$ cat config.mk
export PLATFORM = sky130hd
export DESIGN_NAME = boost_regs
export DESIGN_NICKNAME = d
export VERILOG_FILES = /design/src/verilog/boost_pkg.sv /design/src/verilog/switch_timing_if.sv /design/src/verilog/switch_timing.sv /design/src/verilog/boost_regs.sv
export SDC_FILE = /design/constraint.sdc
export NUM_CORES = 1
export LEC_CHECK = 0
export BUFFER_PORTS_ARGS = -buffer_cell sky130_fd_sc_hd__buf_2
export CAP_MARGIN = 20
export CORE_ASPECT_RATIO = 1.4
export CORE_MARGIN = 10
export CORE_UTILIZATION = 55
export DETAILED_ROUTE_END_ITERATION = 10
export GPL_ROUTABILITY_DRIVEN = 0
export PLACE_DENSITY_LB_ADDON = 0.2
export SYNTH_ARGS = -nofsm -noshare
export SYNTH_HDL_FRONTEND = slang
export SYNTH_SLANG_ARGS = --single-unit
$ cat constraint.sdc
create_clock -name clk_i -period 2.6 [get_ports clk_i]
set_input_delay 0.65 -clock clk_i [delete_from_list [all_inputs] [get_ports clk_i]]
set_output_delay 0.65 -clock clk_i [all_outputs]
set_load 0.01 [all_outputs]
$ cat src/verilog/boost_pkg.sv
// Purpose: Shared constants for the step-up converter control registers
// Assumes: 125 MHz system clock
// Notes: Addresses accepted both as full map address and page-0 offset
package boost_pkg;
	localparam logic [15:0] VOUT_ADDR = 16'ha088;
	localparam logic [15:0] CTRL_ADDR = 16'ha089;
	localparam logic [15:0] VOUT_PAGE_ADDR = 16'h0088;
	localparam logic [15:0] CTRL_PAGE_ADDR = 16'h0089;
	localparam logic [7:0] VOUT_RST = 8'h13;
	localparam logic [7:0] CTRL_RST = 8'h0e;
	localparam int EN_BIT = 7;
	localparam int CODE_MSB = 4;
	localparam int CLK_SEL_BIT = 1;
	localparam int ILIM_LSB = 2;
	localparam int OK_BIT = 5;
	localparam logic [1:0] SS_LIMIT = 2'h0;
	localparam int CLK_MHZ = 125;
	localparam int SW_FAST_KHZ = 1000;
	localparam int SW_SLOW_KHZ = 500;
	localparam int SW_FAST_DIV = CLK_MHZ * 1000 / SW_FAST_KHZ;
	localparam int SW_SLOW_DIV = CLK_MHZ * 1000 / SW_SLOW_KHZ;
	localparam int SS_TIME_US = 500;
	localparam int SS_CYCLES = SS_TIME_US * CLK_MHZ;
	typedef enum logic [2:0] {
		ST_OFF = 3'h1,
		ST_SOFT = 3'h2,
		ST_RUN = 3'h4
	} conv_state_t;
endpackage

$ cat src/verilog/switch_timing_if.sv
// Purpose: Link between register logic and switching timer
// Assumes: Single clock domain
// Notes: None
`timescale 1ns/1ps
interface switch_timing_if;
	logic run;
	logic fast_clk;
	logic ss_active;
	logic cycle_pulse;
	modport ctrl (output run, output fast_clk, input ss_active,
		input cycle_pulse);
	modport timer (input run, input fast_clk, output ss_active,
		output cycle_pulse);
endinterface

$ cat src/verilog/switch_timing.sv
// Purpose: Switching-cycle divider and soft-start timer
// Assumes: run is a registered level
// Notes: Divider idles while off to save power
`timescale 1ns/1ps
module switch_timing
	import boost_pkg::*;
#(
	parameter int SS_LEN = SS_CYCLES
) (
	// Clock and reset
	input wire logic clk_i,
	input wire logic rst_i,
	// Control link
	switch_timing_if.timer t
);
	localparam int SSW = $clog2(SS_LEN + 1);
	conv_state_t state_r;
	logic [SSW-1:0] ss_cnt_r;
	logic [7:0] div_r;
	logic [7:0] div_last;
	logic run_d_r;

	assign div_last = t.fast_clk ? 8'(SW_FAST_DIV - 1) : 8'(SW_SLOW_DIV - 1);

	always_ff @(posedge clk_i or posedge rst_i) begin
		if (rst_i) begin
			run_d_r <= 1'b0;
		end else begin
			run_d_r <= t.run;
		end
	end

	always_ff @(posedge clk_i or posedge rst_i) begin
		if (rst_i) begin
			state_r <= ST_OFF;
			ss_cnt_r <= '0;
		end else if (!t.run) begin
			state_r <= ST_OFF;
			ss_cnt_r <= '0;
		end else if (!run_d_r) begin
			state_r <= ST_SOFT;
			ss_cnt_r <= '0;
		end else begin
			case (state_r)
				ST_SOFT: begin
					if (ss_cnt_r == SSW'(SS_LEN - 1)) begin
						state_r <= ST_RUN;
					end else begin
						ss_cnt_r <= ss_cnt_r + 1'b1;
					end
				end
				ST_RUN: begin
					state_r <= ST_RUN;
				end
				default: begin
					state_r <= ST_OFF;
				end
			endcase
		end
	end

	always_ff @(posedge clk_i or posedge rst_i) begin
		if (rst_i) begin
			t.ss_active <= 1'b0;
		end else begin
			t.ss_active <= t.run && (!run_d_r || state_r != ST_RUN) &&
				!(state_r == ST_SOFT && ss_cnt_r == SSW'(SS_LEN - 1));
		end
	end

	always_ff @(posedge clk_i or posedge rst_i) begin
		if (rst_i) begin
			div_r <= '0;
			t.cycle_pulse <= 1'b0;
		end else if (!t.run) begin
			div_r <= '0;
			t.cycle_pulse <= 1'b0;
		end else if (div_r >= div_last) begin
			div_r <= '0;
			t.cycle_pulse <= 1'b1;
		end else begin
			div_r <= div_r + 1'b1;
			t.cycle_pulse <= 1'b0;
		end
	end
endmodule

$ cat src/verilog/boost_regs.sv
// Purpose: Control and status registers of the step-up converter
// Assumes: Register strobes synchronous to clk_i; rst_i is power-on reset
// Notes: Analog loop lives outside; this drives its digital settings
//
// What this block does
// - Accept 8-bit writes, apply settings
// - Five-bit code: 4.05 V plus 50 mV/step
// - Voltage register resets to code 19, off
// - Voltage bit 7 is local enable
// - Control bit 1 picks 1.0/0.5 MHz
// - Control bits 3:2 set peak limit
// - Control bit 5 reads output good
// - Run only if global and local enabled
// - Defaults load only at power-on reset
// - Enable rise starts soft-start ramp
// - Limit peak current first 500 us
// - New voltage codes taken while running
// - Limit current each switching cycle
`timescale 1ns/1ps
module boost_regs
	import boost_pkg::*;
#(
	parameter int SS_LEN = SS_CYCLES
) (
	// Clock and power-on reset
	input wire logic clk_i,
	input wire logic rst_i,
	// Register port
	input wire logic reg_wr_i,
	input wire logic reg_rd_i,
	input wire logic [15:0] reg_addr_i,
	input wire logic [7:0] reg_wdata_i,
	output logic [7:0] reg_rdata_o,
	// System inputs
	input wire logic global_en_i,
	input wire logic out_ok_i,
	// Converter controls
	output logic conv_run_o,
	output logic [4:0] out_voltage_code_o,
	output logic fast_clk_o,
	output logic [1:0] peak_limit_level_o,
	output logic soft_start_o,
	output logic cycle_start_o
);
	logic [7:0] vout_r;
	logic [7:0] ctrl_r;
	logic run_r;
	logic output_ok_flag_r;
	logic [1:0] limit_r;
	logic [1:0] limit_nxt;
	logic hit_vout;
	logic hit_ctrl;
	switch_timing_if tif ();

	assign hit_vout = reg_addr_i == VOUT_ADDR || reg_addr_i == VOUT_PAGE_ADDR;
	assign hit_ctrl = reg_addr_i == CTRL_ADDR || reg_addr_i == CTRL_PAGE_ADDR;

	always_ff @(posedge clk_i or posedge rst_i) begin
		if (rst_i) begin
			vout_r <= VOUT_RST;
		end else if (reg_wr_i && hit_vout) begin
			vout_r <= reg_wdata_i;
		end
	end

	// limit field stored
	// Status bit is not storage, so it is held at zero here
	always_ff @(posedge clk_i or posedge rst_i) begin
		if (rst_i) begin
			ctrl_r <= CTRL_RST;
		end else if (reg_wr_i && hit_ctrl) begin
			ctrl_r <= reg_wdata_i & ~(8'h01 << OK_BIT);
		end
	end

	always_ff @(posedge clk_i or posedge rst_i) begin
		if (rst_i) begin
			run_r <= 1'b0;
		end else begin
			run_r <= global_en_i && vout_r[EN_BIT];
		end
	end

	// output good flag
	// Forced low while off so a stale analog level cannot read good
	always_ff @(posedge clk_i or posedge rst_i) begin
		if (rst_i) begin
			output_ok_flag_r <= 1'b0;
		end else begin
			output_ok_flag_r <= run_r && out_ok_i;
		end
	end

	always_ff @(posedge clk_i or posedge rst_i) begin
		if (rst_i) begin
			reg_rdata_o <= 8'h00;
		end else if (reg_rd_i) begin
			if (hit_vout) begin
				reg_rdata_o <= vout_r;
			end else if (hit_ctrl) begin
				reg_rdata_o <= ctrl_r | (8'(output_ok_flag_r) << OK_BIT);
			end else begin
				reg_rdata_o <= 8'h00;
			end
		end
	end

	assign tif.run = run_r;
	assign tif.fast_clk = ctrl_r[CLK_SEL_BIT];

	switch_timing #(
		.SS_LEN(SS_LEN)
	) u_timing (
		.clk_i(clk_i),
		.rst_i(rst_i),
		.t(tif)
	);

	always_comb begin
		limit_nxt = ctrl_r[ILIM_LSB +: 2];
		if (tif.ss_active && limit_nxt > SS_LIMIT) begin
			limit_nxt = SS_LIMIT;
		end
	end

	always_ff @(posedge clk_i or posedge rst_i) begin
		if (rst_i) begin
			limit_r <= CTRL_RST[ILIM_LSB +: 2];
		end else begin
			limit_r <= limit_nxt;
		end
	end

	assign out_voltage_code_o = vout_r[CODE_MSB:0];
	assign conv_run_o = run_r;
	assign fast_clk_o = ctrl_r[CLK_SEL_BIT];
	assign peak_limit_level_o = limit_r;
	assign soft_start_o = tif.ss_active;
	assign cycle_start_o = tif.cycle_pulse;
endmodule

==> results_dict.tcl <==
set metrics [dict create \
    cts_buffers 9 \
    wl_per_cell_um 16.0 \
    cts_resized 0 \
    ios 49 \
    htree_levels 3 \
    cp-end-kind "flop" \
    cpPeakStageDelay_ns 0.55 \
    grt_max_degree 28 \
    hold_buffers 0 \
    synthesis.nets 275 \
    clkPwrFrac 0.487 \
    clock_path_buffers 2 \
    slew_violations 0 \
    synth_top_family_by_area "simple AND/OR/NAND/NOR gates" \
    root_buffer "clkbuf_8" \
    crit_chain "buf_2 -> or4_4 -> nor4_4 -> and4b_1 -> buf_12 -> mux2_4" \
    ys.flop_type "dfrtp_1" \
    path_class "input pin to flop" \
    fin_area_sq_mm 0.00329 \
    finalSetupViolations 0 \
    cp-start-kind "input pin" \
    ir_drop_uv 488 \
    synth.yosys.seq_area_share 0.521 \
    rows 30 \
    clock_skew_ns 0.00993 \
    grt_pass1_vias 2132 \
    drv_cap 0 \
    fin_crit_ns 2.14 \
    syn_avg_cell_area_sq_um 11.5 \
    cp_max_fo 8 \
    area_delta_synth_final_pct 19.0 \
    die_x_um 79.9 \
    post-cts-setup-buffers 0 \
    max_freq_mhz 467 \
    p_sw_mw 0.399 \
    rsz0062_at_grt "false" \
    grt_overflow 0 \
    tightest_slew_ns 0.541 \
    cp.arrival_ns 2.35 \
    startpoint "reg_addr_i[11]" \
    dr.pass1.iters 4 \
    synth_mux_area_frac 0.105 \
    p_leak_nw 1.48 \
    slowest_stage "or4_4" \
    syn_inst 240 \
    cp_data_required_time_ns 2.81 \
    die_height_um 104 \
    period_share 0.823 \
    coreArea_sq_mm 0.00484 \
    clk_pin_slew_worst_paths_ns 0.07 \
    grtUsageTotal 0.146 \
    hp-class "input pin to asynchronous set/reset pin" \
    synth_edf_count 0 \
    layout_common_cells "48 x dfrtp_1, 48 x buf_2, 19 x nor2_1" \
    use_met1 0.154 \
    dpl.hpwl_mm 4.33 \
    p_comb_frac 0.032 \
    grt.busiest_layer "met2" \
    grt_pass1_wl_mm 9.74 \
    die-area_sq_mm 0.00830 \
    num_vias 2010 \
    synth-xor-area-share 0.0444 \
    pwr_density_cell_mw_per_mm2 563 \
    reg2reg_from "ctrl_r[1]" \
    antenna_found_initial 0 \
    tns_ns 0 \
    p_int_mw 1.45 \
    netlist_area_sq_mm 0.00276 \
    clock_latency_ns 0.33 \
    p_seq_frac 0.480 \
    start_util 0.570 \
    drc 0 \
    io_buffers 48 \
    synth_cell_types 45 \
    p_sw_frac 0.216 \
    grt_use_met3 0.0510 \
    cts_tree "yes" \
    drt_first_iter_violations 68 \
    drive_above_1_share 0.317 \
    synthAdderAreaFrac 0.0227 \
    ys_seq_elements 57 \
    viasPerCell 5.52 \
    finalWirelength_mm 5.82 \
    yosys_warnings 0 \
    outcome "finished clean" \
    placed_cell_area_sq_mm 0.00307 \
    clock_sinks 57 \
    finalHoldViolCount 0 \
    grt_util_met2 0.245 \
    synth-simple-area-share 0.196 \
    ys_async_sr_fraction 1.00 \
    slew_headroom 0.639 \
    diodes 0 \
    finalPower_mw 1.85 \
    nNetsFinal 330 \
    synth_compound_area_frac 0.0698 \
    ant_nets 0 \
]
-- path summary, 6_finish.rpt --
check,to,slack (ns),cells after the start
min reg2reg,peak_limit_level_o[0],0.45,1
min,ctrl_r[6],0.36,2
max in group asynchronous,vout_r[1],1.55,3
max,vout_r[6],0.46,6
max reg2reg,u_timing.div_r[4],0.48,7
min in group clk_i,peak_limit_level_o[0],0.45,1
-- power by group through the flow --
stage | combinational [mW] | clock (mW) | sequential (mW)
finish | 0.0600 | 0.902 | 0.888
global placement | 0.0605 | 0 | 0.904
detailed placement | 0.0618 | 0 | 0.904
global route | 0.0675 | 0.956 | 0.887
floorplan | 0.0280 | 0 | 0.904
CTS | 0.0622 | 0.915 | 0.888
-- Yosys cell counts, types with 2 or more instances --
cell type | count | area share
nor4_4 | 2 | 0.015
dfstp_2 | 9 | 0.086
nor3_1 | 2 | 0.0036
and2_1 | 3 | 0.0068
mux2i_1 | 9 | 0.033
or4_1 | 5 | 0.014
nand3_1 | 7 | 0.013
or3b_2 | 2 | 0.0063
xor2_1 | 8 | 0.025
xnor2_1 | 6 | 0.019
nand4_1 | 7 | 0.016
nor2b_1 | 2 | 0.0045
nand2b_1 | 4 | 0.0091
mux2_4 | 8 | 0.043
mux2_1 | 7 | 0.029
nand2_1 | 13 | 0.018
or3_1 | 5 | 0.011
a21oi_1 | 7 | 0.013
o22ai_1 | 8 | 0.018
o211ai_1 | 2 | 0.0054
ha_1 | 5 | 0.023
inv_1 | 14 | 0.019
o21ai_0 | 6 | 0.011
nor2_1 | 19 | 0.026
clkbuf_1 | 2 | 0.0027
or4b_1 | 3 | 0.011
and4_1 | 3 | 0.0095
dfrtp_1 | 48 | 0.43
buf_4 | 6 | 0.016
o31ai_1 | 3 | 0.0082
-- state kept, by name (all words and copies together) (netlist names) --
signal,count
conv_run_o,1
ctrl_r,7
output_ok_flag_r,1
peak_limit_level_o,2
reg_rdata_o,8
u_timing.div_r,8
u_timing.run_d_r,1
u_timing.ss_cnt_r,16
u_timing.state_r,3
u_timing.t.cycle_pulse,1
u_timing.t.ss_active,1
vout_r,8
-- layout make-up --
cell class              instances  area, sq um
fillers                       384         1560
flip-flops and latches         57         1440
multi-input cells             160         1210
repair buffers                 53          290
clock buffers                   9          124
clock inverters                 7         93.8
well taps                      64         80.1
inverters                      14         52.6
-- stage by stage --
step	setup slack, ns	utilization	instances	hold slack (ns)
finish	0.461	0.679	364	0.361
global route	0.373	0.679	364	0.410
detailed placement	0.124	0.634	348	0.447
floorplan	0.314	-	240	0.451
global placement	0.141	0.634	348	0.443
CTS	0.455	0.679	364	0.381
-- kinds of logic (layout without fill, tap and decap cells) --
logic type,count (synthesis),after routing
AOI/OAI and AO/OA,31,31
and+or+nand+nor,86,86
xor gates and xnor gates,14,14
buffers and inverters,23,83
DFF,57,57
adders and majority gates,5,5
muxes,24,24
-- critical path, delay by kind of cell --
family / cells / cell delay, ns
AND/OR/NAND/NOR: 3 / 1.16
multiplexers: 1 / 0.30
buffers and inverters: 2 / 0.25
-- layer usage --
metal / vias to the layer above / wire [um] / share of wire
met2: 56 / 2940 / 0.50
met5: - / 0 / 0
met1: 973 / 2390 / 0.41
li1: 972 / - / -
met3: 9 / 395 / 0.068
met4: 0 / 97 / 0.017
Note: power is estimated with default switching activity, not from simulation.
